<file path="src/inc/timer_defs.vh">
// Constants for the contactless timer and its register map.
`ifndef TIMER_DEFS_VH
`define TIMER_DEFS_VH

// Register byte addresses.
`define ADDR_MODE_CONTROL 16'h631A
`define ADDR_PRESCALE_LOW 16'h631B
`define ADDR_RELOAD_HIGH 16'h631C
`define ADDR_RELOAD_LOW 16'h631D
`define ADDR_COUNT_HIGH 16'h631E
`define ADDR_COUNT_LOW 16'h631F
`define ADDR_CONTROL 16'h6310
`define ADDR_IRQ_STATUS 16'h6311
`define ADDR_IRQ_MASK 16'h6312
`define ADDR_CONFIG 16'h6313

// Field positions in the mode control register.
`define MODE_AUTO_START_BIT 7
`define MODE_GATE_HI 6
`define MODE_GATE_LO 5
`define MODE_AUTO_RELOAD_BIT 4
`define MODE_PRESCALE_HI 3
`define MODE_PRESCALE_LO 0

// Field positions in the control register.
`define CTRL_START_NOW_BIT 0
`define CTRL_STOP_NOW_BIT 1
`define CTRL_RUNNING_BIT 4

// Field positions in the configuration register.
`define CFG_INITIAL_FIELD_BIT 0
`define CFG_MULTI_RECEIVE_BIT 1

// Interrupt status and mask bit positions.
`define IRQ_EXPIRED_BIT 0
`define IRQ_STARTED_BIT 1

// Bits that software may set in the configuration and mask registers.
`define CONFIG_WRITE_MASK 8'h03
`define IRQ_WRITE_MASK 8'h03

// Split of the count between its high and low byte registers.
`define COUNT_HIGH_LSB 8
`define COUNT_LOW_MSB 7

// Gate source encodings.
`define GATE_NONE 2'h0
`define GATE_SIGNAL_INPUT 2'h1
`define GATE_AUX_ONE 2'h2
`define GATE_RESERVED 2'h3

// Reset values.
`define RESET_BYTE 8'h00
`define RESET_COUNT 16'h0000
`define RESET_PRESCALE 12'h000

// Source rate and main clock rate in kHz, for the fractional rate generator.
`define SOURCE_FREQ_KHZ 15'h1A7C
`define MCLK_FREQ_KHZ 15'h4E20

`endif

</file>
<file path="src/design/contactless_timer_prescaler.v">
// Programmable down-counting timer with prescaler, gating and auto start.
// Function
// - Auto-reload set: reload and continue at zero.
// - Auto-reload clear: stop at zero, set flag.
// - Tick rate is source divided by prescaler.
// - Prescaler is upper nibble plus low byte.
// - Low byte register read-write, resets zero.
// - Gate selector; running ignores gate level.
// - Auto start on transmit end or field.
// - Multi-receive keeps running until stop-now or one-shot expiry.
// - Start loads reload; later writes wait.
`default_nettype none
`include "timer_defs.vh"

module contactless_timer_prescaler #(
    parameter COUNT_WIDTH = 16,
    parameter PRESCALE_WIDTH = 12
) (
    input wire mclk,
    input wire rst,
    input wire [15:0] addr,
    input wire [7:0] wr_data,
    input wire wr_strobe,
    input wire rd_strobe,
    output reg [7:0] rd_data,
    input wire tx_end,
    input wire field_on,
    input wire rx_first_bit,
    input wire signal_input_pin,
    input wire first_auxiliary_pin,
    output wire timer_running_status,
    output wire timer_expired_flag,
    output wire irq
);

    // Software-visible registers.
    reg [7:0] timer_mode_control;
    reg [7:0] timer_prescale_low;
    reg [7:0] reload_high;
    reg [7:0] reload_low;
    reg [7:0] config_bits;
    reg [7:0] irq_status;
    reg [7:0] irq_mask;

    // Timer state.
    reg [COUNT_WIDTH-1:0] count;
    reg running;

    // Pin synchronisers.
    reg sig_meta;
    reg sig_sync;
    reg aux_meta;
    reg aux_sync;

    // Fractional rate generator state.
    reg [14:0] rate_acc;
    reg source_en;

    wire protocol_auto_start;
    wire [1:0] gate_source_select;
    wire auto_reload_on_zero;
    wire [3:0] prescale_upper_nibble;
    wire [7:0] prescale_lower_byte;
    wire [PRESCALE_WIDTH-1:0] prescale_value;
    wire initial_field_on_option;
    wire multi_receive_mode;
    wire [COUNT_WIDTH-1:0] timer_reload_value;
    wire timer_start_now;
    wire timer_stop_now;
    wire auto_start_event;
    wire start_event;
    wire rx_stop_event;
    wire stop_event;
    wire gate_open;
    wire tick;
    wire count_step;
    wire zero_reached;
    wire [14:0] rate_sum;
    reg [7:0] read_value;

    // True when a write strobe targets the given address.
    function write_hit;
        input [15:0] target;
        input [15:0] address;
        input strobe;
        begin
            write_hit = strobe && (address == target);
        end
    endfunction

    // Selects the gate level for a gate source code.
    function gate_level;
        input [1:0] select;
        input sig_level;
        input aux_level;
        begin
            case (select)
                `GATE_NONE: gate_level = 1'b1;
                `GATE_SIGNAL_INPUT: gate_level = sig_level;
                `GATE_AUX_ONE: gate_level = aux_level;
                default: gate_level = 1'b0;
            endcase
        end
    endfunction

    // Mode control field decode.
    assign protocol_auto_start = timer_mode_control[`MODE_AUTO_START_BIT];
    assign gate_source_select = timer_mode_control[`MODE_GATE_HI:`MODE_GATE_LO];
    assign auto_reload_on_zero = timer_mode_control[`MODE_AUTO_RELOAD_BIT];
    assign prescale_upper_nibble = timer_mode_control[`MODE_PRESCALE_HI:`MODE_PRESCALE_LO];
    assign prescale_lower_byte = timer_prescale_low;
    assign prescale_value = {prescale_upper_nibble, prescale_lower_byte};
    assign initial_field_on_option = config_bits[`CFG_INITIAL_FIELD_BIT];
    assign multi_receive_mode = config_bits[`CFG_MULTI_RECEIVE_BIT];
    assign timer_reload_value = {reload_high, reload_low};

    // Control register write-only strobes.
    assign timer_start_now = write_hit(`ADDR_CONTROL, addr, wr_strobe) && wr_data[`CTRL_START_NOW_BIT];
    assign timer_stop_now = write_hit(`ADDR_CONTROL, addr, wr_strobe) && wr_data[`CTRL_STOP_NOW_BIT];

    // Start and stop events.
    assign auto_start_event = protocol_auto_start && (tx_end || (initial_field_on_option && field_on));
    assign start_event = auto_start_event || timer_start_now;
    assign rx_stop_event = protocol_auto_start && rx_first_bit && !multi_receive_mode;
    assign stop_event = rx_stop_event || timer_stop_now;

    // The gate only holds counting back; running stays as enabled by the registers.
    assign gate_open = gate_level(gate_source_select, sig_sync, aux_sync);
    assign timer_running_status = running;

    assign count_step = running && gate_open && tick;
    assign zero_reached = (count <= {{(COUNT_WIDTH-1){1'b0}}, 1'b1});

    assign timer_expired_flag = irq_status[`IRQ_EXPIRED_BIT];
    assign irq = |(irq_status & irq_mask);

    // Two-flop synchronisers for the gate pins.
    always @(posedge mclk or posedge rst) begin
        if (rst) begin
            sig_meta <= 1'b0;
            sig_sync <= 1'b0;
            aux_meta <= 1'b0;
            aux_sync <= 1'b0;
        end else begin
            sig_meta <= signal_input_pin;
            sig_sync <= sig_meta;
            aux_meta <= first_auxiliary_pin;
            aux_sync <= aux_meta;
        end
    end

    // Average source-rate enable derived from the main clock by phase accumulation.
    assign rate_sum = rate_acc + `SOURCE_FREQ_KHZ;

    always @(posedge mclk or posedge rst) begin
        if (rst) begin
            rate_acc <= 15'h0000;
            source_en <= 1'b0;
        end else if (rate_sum >= `MCLK_FREQ_KHZ) begin
            rate_acc <= rate_sum - `MCLK_FREQ_KHZ;
            source_en <= 1'b1;
        end else begin
            rate_acc <= rate_sum;
            source_en <= 1'b0;
        end
    end

    tick_divider #(
        .WIDTH(PRESCALE_WIDTH)
    ) u_tick_divider (
        .mclk(mclk),
        .rst(rst),
        .source_en(source_en),
        .restart(start_event),
        .divisor(prescale_value),
        .tick(tick)
    );

    // Configuration registers.
    always @(posedge mclk or posedge rst) begin
        if (rst) begin
            timer_mode_control <= `RESET_BYTE;
            timer_prescale_low <= `RESET_BYTE;
            reload_high <= `RESET_BYTE;
            reload_low <= `RESET_BYTE;
            config_bits <= `RESET_BYTE;
            irq_mask <= `RESET_BYTE;
        end else begin
            if (write_hit(`ADDR_MODE_CONTROL, addr, wr_strobe)) begin
                timer_mode_control <= wr_data;
            end
            if (write_hit(`ADDR_PRESCALE_LOW, addr, wr_strobe)) begin
                timer_prescale_low <= wr_data;
            end
            if (write_hit(`ADDR_RELOAD_HIGH, addr, wr_strobe)) begin
                reload_high <= wr_data;
            end
            if (write_hit(`ADDR_RELOAD_LOW, addr, wr_strobe)) begin
                reload_low <= wr_data;
            end
            if (write_hit(`ADDR_CONFIG, addr, wr_strobe)) begin
                config_bits <= wr_data & `CONFIG_WRITE_MASK;
            end
            if (write_hit(`ADDR_IRQ_MASK, addr, wr_strobe)) begin
                irq_mask <= wr_data & `IRQ_WRITE_MASK;
            end
        end
    end

    // Counter and run state. A stop in the same cycle as a start wins.
    always @(posedge mclk or posedge rst) begin
        if (rst) begin
            count <= `RESET_COUNT;
            running <= 1'b0;
        end else if (stop_event) begin
            running <= 1'b0;
        end else if (start_event) begin
            count <= timer_reload_value;
            running <= 1'b1;
        end else if (count_step) begin
            if (zero_reached) begin
                if (auto_reload_on_zero) begin
                    count <= timer_reload_value;
                end else begin
                    count <= `RESET_COUNT;
                    running <= 1'b0;
                end
            end else begin
                count <= count - {{(COUNT_WIDTH-1){1'b0}}, 1'b1};
            end
        end
    end

    // Sticky interrupt status: a set in the clearing cycle wins.
    always @(posedge mclk or posedge rst) begin
        if (rst) begin
            irq_status <= `RESET_BYTE;
        end else begin
            if (write_hit(`ADDR_IRQ_STATUS, addr, wr_strobe)) begin
                irq_status <= irq_status & ~wr_data;
            end
            if (count_step && zero_reached && !stop_event && !start_event) begin
                irq_status[`IRQ_EXPIRED_BIT] <= 1'b1;
            end
            if (start_event && !stop_event) begin
                irq_status[`IRQ_STARTED_BIT] <= 1'b1;
            end
        end
    end

    // Read multiplexer; unmapped addresses read as zero.
    always @* begin
        read_value = 8'h00;
        case (addr)
            `ADDR_MODE_CONTROL: read_value = timer_mode_control;
            `ADDR_PRESCALE_LOW: read_value = timer_prescale_low;
            `ADDR_RELOAD_HIGH: read_value = reload_high;
            `ADDR_RELOAD_LOW: read_value = reload_low;
            `ADDR_COUNT_HIGH: read_value = count[COUNT_WIDTH-1:`COUNT_HIGH_LSB];
            `ADDR_COUNT_LOW: read_value = count[`COUNT_LOW_MSB:0];
            `ADDR_CONTROL: read_value[`CTRL_RUNNING_BIT] = running;
            `ADDR_IRQ_STATUS: read_value = irq_status;
            `ADDR_IRQ_MASK: read_value = irq_mask;
            `ADDR_CONFIG: read_value = config_bits;
            default: read_value = 8'h00;
        endcase
    end

    // Read data stands only in the cycle after the read strobe.
    always @(posedge mclk or posedge rst) begin
        if (rst) begin
            rd_data <= 8'h00;
        end else if (rd_strobe) begin
            rd_data <= read_value;
        end else begin
            rd_data <= 8'h00;
        end
    end

endmodule // contactless_timer_prescaler
`default_nettype wire

</file>
<file path="src/design/tick_divider.v">
// Divider that turns source-rate enables into timer ticks.
`default_nettype none
`include "timer_defs.vh"

module tick_divider #(
    parameter WIDTH = 12
) (
    input wire mclk,
    input wire rst,
    input wire source_en,
    input wire restart,
    input wire [WIDTH-1:0] divisor,
    output wire tick
);

    reg [WIDTH-1:0] phase;
    wire at_end;

    // A divisor of zero behaves as a divisor of one.
    assign at_end = (divisor == {WIDTH{1'b0}}) || (phase >= divisor - {{(WIDTH-1){1'b0}}, 1'b1});
    assign tick = source_en && at_end;

    always @(posedge mclk or posedge rst) begin
        if (rst) begin
            phase <= {WIDTH{1'b0}};
        end else if (restart) begin
            phase <= {WIDTH{1'b0}};
        end else if (source_en) begin
            if (at_end) begin
                phase <= {WIDTH{1'b0}};
            end else begin
                phase <= phase + {{(WIDTH-1){1'b0}}, 1'b1};
            end
        end
    end

endmodule // tick_divider
`default_nettype wire

</file>
<file path="config.mk">
export PLATFORM = sky130hd
export DESIGN_NAME = contactless_timer_prescaler
export DESIGN_NICKNAME = d
export VERILOG_FILES = /design/src/design/contactless_timer_prescaler.v /design/src/design/tick_divider.v
export VERILOG_INCLUDE_DIRS = /design/src /design/src/inc
export SDC_FILE = /design/constraint.sdc
export NUM_CORES = 1
export LEC_CHECK = 0
export BUFFER_PORTS_ARGS = -buffer_cell sky130_fd_sc_hd__buf_4
export CORE_MARGIN = 5
export CORE_UTILIZATION = 50
export CTS_CLUSTER_DIAMETER = 100
export DETAILED_ROUTE_END_ITERATION = 10
export PLACE_DENSITY_LB_ADDON = 0.12
export SLEW_MARGIN = 20
export SYNTH_ARGS = -nofsm -noshare
export SYNTH_HDL_FRONTEND = slang
export SYNTH_SLANG_ARGS = --single-unit
export TNS_END_PERCENT = 1
</file>
<file path="constraint.sdc">
create_clock -name mclk -period 8.3 [get_ports mclk]
set_input_delay 1.245 -clock mclk [delete_from_list [all_inputs] [get_ports mclk]]
set_output_delay 1.245 -clock mclk [all_outputs]
set_load 0.01 [all_outputs]
</file>
# Word level (Yosys, flattened, before mapping)
# Index checks and enable logic that the tools add are counted.
[classes]
n_addsub = 5
n_reduce_logical = 39
n_bitwise = 4
eq_ne = 13
n_lt_le_gt_ge = 3
n_mux = 22
[ops]
columns = ["operator", "n"]
rows = [
  ["equality test 16 x 15 -> 1 bit, second input constant", 10],
  ["2-to-1 mux 16 bit", 4],
  ["2-to-1 mux 12 bit", 3],
  ["case mux 4 bit (9 select lines)", 1],
  ["logical AND 1 bit", 21],
  ["case mux 3 bit (7 select lines)", 1],
  ["<= comparator 16 x 1 -> 1 bit, second input constant", 1],
  ["subtractor 16 x 1 -> 16 bit, second input constant", 1],
  ["adder 15 x 13 -> 15 bit, second input constant", 1],
  ["greater-or-equal comparator 15 bit, second input constant", 1],
  ["2-to-1 mux 15 bit", 1],
  ["subtractor 15 bit, second input constant", 1],
  ["adder 12 x 1 -> 12 bit, second input constant", 1],
  ["greater-or-equal comparator 12 bit", 1],
  ["logical NOT 12 bit", 1],
  ["subtractor 12 x 1 -> 12 bit, second input constant", 1],
  ["bitwise AND 8 x 2 -> 8 bit", 1],
  ["bitwise AND 8 bit", 1],
  ["2-to-1 mux 1 bit", 8],
  ["2-to-1 mux 8 bit", 1],
  ["inverter 8 bit", 1],
  ["case mux 1 bit (8 select lines)", 1],
  ["nonzero test 2 bit", 4],
  ["OR reduction 8 bit", 1],
  ["12 further kinds", 18],
]
[totals]
inputBits = 33
reg_bits = 101

# Longest topological paths before layout
# Gate-level depths: netlist of the first run.
[logic_depth]
ltp_word = 9
depth_mapped = 15
mapped_depth_nobuf = 13

# By module
# Synthesis of the first run repeated with hierarchy kept, for this count alone.
[unflattened]
cells_unflattened = 592
hier_area_um2 = 6120.9
[by_module_without_submodules]
columns = ["module", "seq_area_each_um2", "cells_per_inst", "instances", "area_per_inst_um2"]
rows = [
  ["contactless_timer_prescaler", 2177.1, 455, 1, 4943.5],
  ["tick_divider", 300.3, 137, 1, 1177.4],
]

# Least setup slack after synthesis of the first run
# No wires, ideal clock.
[synth_path]
kind = "reg2reg"
start = "register timer_prescale_low[3] (netlist: prescale_lower_byte[3])"
end = "register count[10]"
setup_slack_ns = 4.862
path_stages_with_launch = 15
setup_time_ns = 0.132
period_less_slack_ns = 3.438
t_required_ns = 8.168
path_buffers = 1
arrival_ns = 3.306
cell_sequence = "dfrtp_1 > or3_1 > nor3_1 > nand2b_1 > nor4_1 > xnor2_1 > ha_1 > a21o_1 > a21oi_1 > nor2b_1 > a311oi_1 > o22ai_1 > o21ai_1 > clkbuf_1 > o2bb2ai_1"
[synth_via]
elab_chain_cells = 7
[synth_rtl]
columns = ["element", "line_no", "rtl"]
rows = [
  ["from (decl)", "contactless_timer_prescaler.v:38", "reg [7:0] timer_prescale_low;"],
  ["from (signal assigned)", "contactless_timer_prescaler.v:183", "timer_prescale_low <= `RESET_BYTE;"],
  ["from (signal assigned)", "contactless_timer_prescaler.v:193", "timer_prescale_low <= wr_data;"],
  ["subtractor 12 x 1 -> 12 bit", "tick_divider.v:20", "assign at_end = (divisor == {WIDTH{1'b0}}) || (phase >= divisor - {{(WIDTH-1){1'b0}}, 1'b1});"],
  ["greater-or-equal comparator 12 bit", "tick_divider.v:20", ""],
  ["logical OR 1 bit *", "tick_divider.v:20", ""],
  ["logical AND 1 bit *", "tick_divider.v:21", "assign tick = source_en && at_end;"],
  ["logical AND 1 bit *", "contactless_timer_prescaler.v:131", "assign count_step = running && gate_open && tick;"],
  ["nonzero test 2 bit (no source line) *", "-", ""],
  ["AND reduction 2 bit (no source line) *", "-", ""],
  ["to (signal assigned)", "contactless_timer_prescaler.v:213", "count <= `RESET_COUNT;"],
  ["to (signal assigned)", "contactless_timer_prescaler.v:218", "count <= timer_reload_value;"],
  ["to (signal assigned)", "contactless_timer_prescaler.v:223", "count <= timer_reload_value;"],
  ["to (decl)", "contactless_timer_prescaler.v:46", "reg [COUNT_WIDTH-1:0] count;"],
]
# Every way passes the cells marked *; elsewhere a longest branch is shown, timed or not.
# A chain may end at the register's enable or synchronous reset.

# Final worst setup path of the first run
[layout_path]
start = "register timer_prescale_low[3] (netlist: prescale_lower_byte[3])"
end = "register count[7]"
# Same word-level chain as after synthesis.

==> metrics.yaml, run 1 <==
synth.avg_cell_area_sq_um: 9.96
clk_latency_ns: 0.36
port_buffers: 43
cts_htree_levels: 3
grt_max_degree: 68
critPathBufInv: 1
holdCritPathClass: "reg2reg"
post-synth-top-count-cell: "dfrtp_1"
cellPowerDensity_nw_per_um2: 190
first_global_vias: 4714
wl_per_cell_um: 18.9
cp-start-kind: "register"
hpwl_um: 10500
overflow: 0
cpPeakStageDelay_ns: 0.59
period_share_pct: 49.8
critical-path-slowest-cell: "o21ai_2"
antenna_found_initial: 0
grt_usage_pct: 21.3
p_leak_nw: 2.94
die_h_um: 119
cts_hold_buf: 0
max_slew_margin_pct: 33.3
antenna_cells: 0
grt_pass1_wl_um: 24500
cp.depth: 14
hold_path_depth: 0
cp-end-kind: "register"
cts-buffers-inserted: 9
place_congestion: 0.912
synth_cells: 595
ir_worst_vdd_mv: 0.138
synth_area_leaders: "dfrtp_1 42%, mux2_2 7.4%, ha_1 4.0%"
dp.cells: 754
synth_top_area_share_pct: 41.8
final_design_area_no_fill_sq_um: 6630
drt_iter0_drc: 402
worst_slack_ns: 4.17
die_w_um: 119
io_pins: 44
cpLargestDelayFamily: "compound AO/OA/AOI/OAI gates"
dieArea_sq_um: 14100
setup_violations: 0
yosys_register_bits: 99
core.rowCount: 39
first_pass_iters: 5
initial_utilization_pct: 51.5
hold_violations: 0
nNetsFinal: 674
max_cap_viol_count: 0
ys_top_cells_by_count: "99 x dfrtp_1, 52 x nand2_1, 39 x mux2_2"
required_ns: 8.54
dp_slack_ns: 4.24
worstPathMaxFanout: 16
fin_cells: 770
via_per_inst: 6.27
synth_warnings: 0
min_period_ns: 4.13
max_freq_mhz: 242
synth_edf_count: 0
cts_sinks: 99
postCtsSetupBuffers: 0
drc: 0
cts_tree: "built"
path_clk_slew_ns: 0.07
root_buffer: "clkbuf_16"
ys_seq_area_share_pct: 41.8
worst_pin_slew_ns: 0.999
whs_ns: 0.351
placed_cell_area_sq_um: 6340
reg2reg_depth: 14
via_count: 4827
drive_gt1_share_pct: 19.9
rsz0062_at_grt: "false"
maxSlewViolCount: 0
synthArstFlopShare_pct: 100
syn_to_final_growth_pct: 11.8
ctsResizeCount: 0
synth_area_sq_um: 5930
status: "finished, final reports clean"
routed_wl_um: 14600
yosysTopAreaCell: "dfrtp_1"
crit_type: "reg2reg"
coreArea_sq_um: 11500
finClkSkew_ns: 0.00954
syn_nets: 647
cp.arrival_ns: 4.37
antenna_left: 0
cts_max_path_buffers: 2
setup_tns_ns: 0
path_cells: "or3_1, nor3_1, nand2b_1, nor4_1, xnor2_1, ha_1, a21o_1, a21oi_1, nor2b_1, a311oi_1, o22ai_1, buf_4, o21ai_2, mux2_2"
synth_cell_types: 65
ys.flop_type: "dfrtp_1"
## where the power goes
part | internal, mW | switching, mW | total, mW
clock network | 0.208 | 0.203 | 0.411
logic | 0.116 | 0.180 | 0.296
registers | 0.511 | 0.0408 | 0.552
total | 0.835 | 0.424 | 1.26
## path summary, 6_finish.rpt
kind                                                          from                    endpoint  slack (ns)
min in group asynchronous                                      rst  reload_high[2]$_DFFE_PP0P_        0.90
worst max-delay path            prescale_lower_byte[3]$_DFFE_PP0P_        count[7]$_DFFE_PP0P_        4.17
worst min-delay path                            aux_meta$_DFF_PP0_          aux_sync$_DFF_PP0_        0.35
worst min register to register                  aux_meta$_DFF_PP0_          aux_sync$_DFF_PP0_        0.35
worst max register to register  prescale_lower_byte[3]$_DFFE_PP0P_        count[7]$_DFFE_PP0P_        4.17
max in group asynchronous                                      rst        count[1]$_DFFE_PP0P_        6.20
## per-layer routing
layer / share of wire [%] / track usage [%]
met1: 46 / 30.1
met4: 1.4 / 5.00
met5: 0 / 0
met2: 47 / 33.9
met3: 6.0 / 4.64
## cell usage in the layout, fill, tap and decap left out, drive strengths merged, types with 8 or more instances in the layout
cell,instances
a21oi,34
mux4,8
nor2b,11
o21ai,27
nand2,52
xnor2,16
a21boi,12
clkbuf,9
ha,19
buf,47
mux2,39
inv,22
a31oi,10
xor2,10
nor3,10
nand2b,16
nand3,17
a22oi,9
dfrtp,99
nor2,32
and3,8
o2bb2ai,11
## cell families after synthesis
| group | share of synthesized area [%] |
|---|---|
| compound gates | 18.0 |
| xor+xnor | 3.84 |
| fa+ha+maj | 4.01 |
| buf+inv | 3.36 |
| flops | 41.8 |
| mux | 11.1 |
| simple gates | 17.9 |
## through the flow
stage | utilization, % | total power [mW]
2_1_floorplan | - | 0.764
4_1_cts | 57.6 | 1.27
6_report | 57.6 | 1.26
3_3_place_gp | 55.1 | 0.849
3_5_place_dp | 55.1 | 0.852
5_1_grt | 57.6 | 1.32
## cell type report
| type | instances | area, sq um |
|---|---|---|
| tap | 143 | 179 |
| clock inverter | 7 | 58.8 |
| fill | 1035 | 4890 |
| clock buffer | 9 | 225 |
| inverter | 19 | 73.8 |
| sequential | 99 | 2480 |
| timing repair buffer | 47 | 353 |
| multi-input combinational | 446 | 3260 |
## state kept, by name (all words and copies together), names as in the netlist, 2 cells and up
signal,flops
prescale_lower_byte,8
config_bits,2
timer_mode_control,8
reload_high,8
rate_acc,13
rd_data,8
irq_status,8
count,16
reload_low,8
u_tick_divider.phase,12
irq_mask,2
No activity file was read; power rests on OpenSTA's default activity.
==> run 2, diff against run 1 <==
ABC_AREA = 1   (was unset)
clock period = 3.92 ns   (was 8.3 ns; I/O delays follow)
==> metrics.yaml, run 2 <==
ctsResizeCount: 0  # unchanged
nNetsFinal: 974  # +45%
layout_commonest_cell: "nand2_1"
whs_ns: 0.341  # -0.0101 ns
path_clk_slew_ns: 0.07  # about the same
synth_cell_types: 40  # -38%
setup_tns_ns: 0  # unchanged
synth_edf_count: 0  # unchanged
holdCritPathClass: "in2reg"
critPathBufInv: 1  # unchanged
antenna_found_initial: 0  # unchanged
synth_area_sq_um: 6390  # +7.9%
synth_top_area_share_pct: 38.7  # -3.0 points
max_cap_viol_count: 0  # unchanged
die_w_um: 123  # +3.5%
die_h_um: 123  # +3.5%
via_count: 5912  # +22%
cp_common_cell: "nand2_1"
antenna_cells: 0  # unchanged
maxSlewViolCount: 0  # unchanged
first_global_vias: 5609  # +19%
dp_slack_ns: 0.568  # -3.68 ns
ys_seq_area_share_pct: 38.7  # -3.0 points
cpLargestDelayFamily: "simple AND/OR/NAND/NOR gates"
hold_violations: 0  # unchanged
synthArstFlopShare_pct: 100  # unchanged
required_ns: 4.16  # -4.38 ns
ys.flop_type: "dfrtp_1"
antenna_left: 0  # unchanged
coreArea_sq_um: 12600  # +9.1%
cellPowerDensity_nw_per_um2: 278  # +46%
largest-register: "count"
finClkSkew_ns: 0.00917  # -0.000371 ns
dp.cells: 1083  # +44%
layout_common_cells: "265 x nand2_1, 110 x nand3_1, 99 x dfrtp_1, 89 x inv_1, 76 x nor2_1"
rsz0062_at_grt: "false"
synth_area_leaders: "dfrtp_1 39%, nand2_1 16%, nand3_1 8.6%"
grt_pass1_wl_um: 29000  # +19%
post-synth-top-count-cell: "nand2_1"
wl_per_cell_um: 16.0  # -15%
totalPowerFinal_mw: 1.98  # +57%
root_buffer: "clkbuf_16"
drt_iter0_drc: 540  # +34%
largest_reg_flops: 16  # unchanged
reg_top3: "count: 16 flops, rate_acc: 13 flops, u_tick_divider.phase: 12 flops"
place_congestion: 0.867  # -4.9%
ys_top_cells_by_count: "265 x nand2_1, 110 x nand3_1, 99 x dfrtp_1"
final_design_area_no_fill_sq_um: 7120  # +7.4%
cts_tree: "built"
cp.arrival_ns: 3.58  # -0.79 ns
cts-buffers-inserted: 9  # unchanged
syn_nets: 935  # +45%
routed_wl_um: 17500  # +20%
placed_cell_area_sq_um: 6830  # +7.7%
worst_pin_slew_ns: 0.748  # -0.251 ns
first_pass_iters: 5  # unchanged
critical-path-slowest-cell: "dfrtp_1"
fin_cells: 1097  # +42%
worst_slack_ns: 0.575  # -3.59 ns
cts_max_path_buffers: 2  # unchanged
worstPathMaxFanout: 18  # +2
cp-start-kind: "register"
cp-end-kind: "register"
grt_usage_pct: 24.8  # +3.5 points
synth.avg_cell_area_sq_um: 7.24  # -27%
drc: 0  # unchanged
status: "finished, final reports clean"
overflow: 0  # unchanged
drive_gt1_share_pct: 12.1  # -7.8 points
dieArea_sq_um: 15100  # +7.2%
max_slew_margin_pct: 50.1  # +17 points
setup_violations: 0  # unchanged
core.rowCount: 41  # +5.1%
postCtsSetupBuffers: 0  # unchanged
ir_worst_vdd_mv: 0.332  # +140%
yosysTopAreaCell: "dfrtp_1"
final_util_pct: 56.6  # -0.93 points
io_pins: 44  # unchanged
via_per_inst: 5.39  # -14%
cts_hold_buf: 0  # unchanged
clk_latency_ns: 0.35  # about the same
synth_warnings: 0  # unchanged
path_cells: "nor3_2, nand3b_1, nor3_2, nand2_1, nor3_1, xor2_1, inv_1, ha_1, a21oi_1, o21ai_0, a21oi_1, nand4_2, nand3_4, nand2_4, nand2_1, nand2_1"
cpPeakStageDelay_ns: 0.44  # -0.15 ns
max_freq_mhz: 299  # +24%
crit_type: "reg2reg"
yosys_register_bits: 99  # unchanged
p_leak_nw: 3.77  # +28%
port_buffers: 43  # unchanged
grt_max_degree: 81  # +19%
cts_sinks: 99  # unchanged
period_share_pct: 85.3  # +36 points
cts_htree_levels: 3  # unchanged
min_period_ns: 3.34  # -0.786 ns
initial_utilization_pct: 50.9  # -0.61 points
fillers: 1208  # +17%
syn_to_final_growth_pct: 11.3
synth_cells: 883  # +48%
hpwl_um: 13300  # +26%
-- run 2: cell count changes in the layout (fill, tap and decap cells not counted), sizes merged, moves of 10 or more --
| cell | previous run | this run |
|---|---|---|
| mux2 | 39 | 0 |
| nand4 | 3 | 13 |
| nor2b | 11 | 0 |
| xor2 | 10 | 25 |
| o21ai | 27 | 68 |
| nor2 | 32 | 86 |
| nand2b | 16 | 0 |
| o2bb2ai | 11 | 0 |
| inv | 22 | 98 |
| nand2 | 52 | 284 |
| a21oi | 34 | 15 |
| nand3 | 17 | 117 |
-- run 2: worst register-to-register path, delay by kind of cell, from the launching register on --
| family | cells | cell delay, ns |
|---|---|---|
| AOI/OAI and AO/OA | 3 | 0.40 |
| buffers and inverters | 1 | 0.06 |
| and+or+nand+nor | 10 | 1.89 |
| xor gates and xnor gates | 1 | 0.17 |
| DFF | 1 | 0.44 |
| adders and majority gates | 1 | 0.29 |
-- run 2: worst paths after layout --
| path | slack (ns) | depth (start not counted) | end | start |
|---|---|---|---|---|
| min reg2reg | 0.36 | 0 | sig_sync$_DFF_PP0_ | sig_meta$_DFF_PP0_ |
| min | 0.34 | 1 | sig_meta$_DFF_PP0_ | signal_input_pin |
| max reg2reg | 0.58 | 16 | count[10]$_DFFE_PP0P_ | prescale_lower_byte[2]$_DFFE_PP0P_ |
| max | 0.58 | 16 | count[10]$_DFFE_PP0P_ | prescale_lower_byte[2]$_DFFE_PP0P_ |
| min in group asynchronous | 0.35 | 2 | u_tick_divider.phase[11]$_DFFE_PP0P_ | rst |
| max in group asynchronous | 2.83 | 3 | rd_data[3]$_DFF_PP0_ | rst |
-- run 2: where the power goes --
group	switching (mW)	leakage (nW)	internal (mW)	total (mW)
combinational	0.0520	2.32	0.0266	0.0786
sequential	0.00125	1.31	1.02	1.02
clock	0.388	0.137	0.487	0.875
-- run 2: kinds of logic (layout without fill, tap and decap cells) --
group           count (synthesis)  after routing  share of synthesized area, %
fa+ha+maj                      19             19                          3.72
simple gates                  521            521                          37.1
compound gates                 94             94                          8.06
flops                          99             99                          38.7
xor+xnor                       34             34                          4.78
buf+inv                       116            158                          7.61
-- run 2: metal layers --
metal | routed length (um) | track usage (%) | share of wire (%)
met1 | 8300 | 36.2 | 47
met2 | 7790 | 37.9 | 44
met3 | 1230 | 4.71 | 7.0
met4 | 217 | 6.92 | 1.2
met5 | 0 | 0 | 0
-- run 2: layout make-up --
type	instances	area, sq um	area share [%]
clock buffer	9	225	3.16
clock inverter	5	56.3	0.791
inverter	100	384	5.40
multi-input combinational	668	3430	48.2
sequential	99	2480	34.8
tap	172	215	3.02
timing repair buffer	44	330	4.64
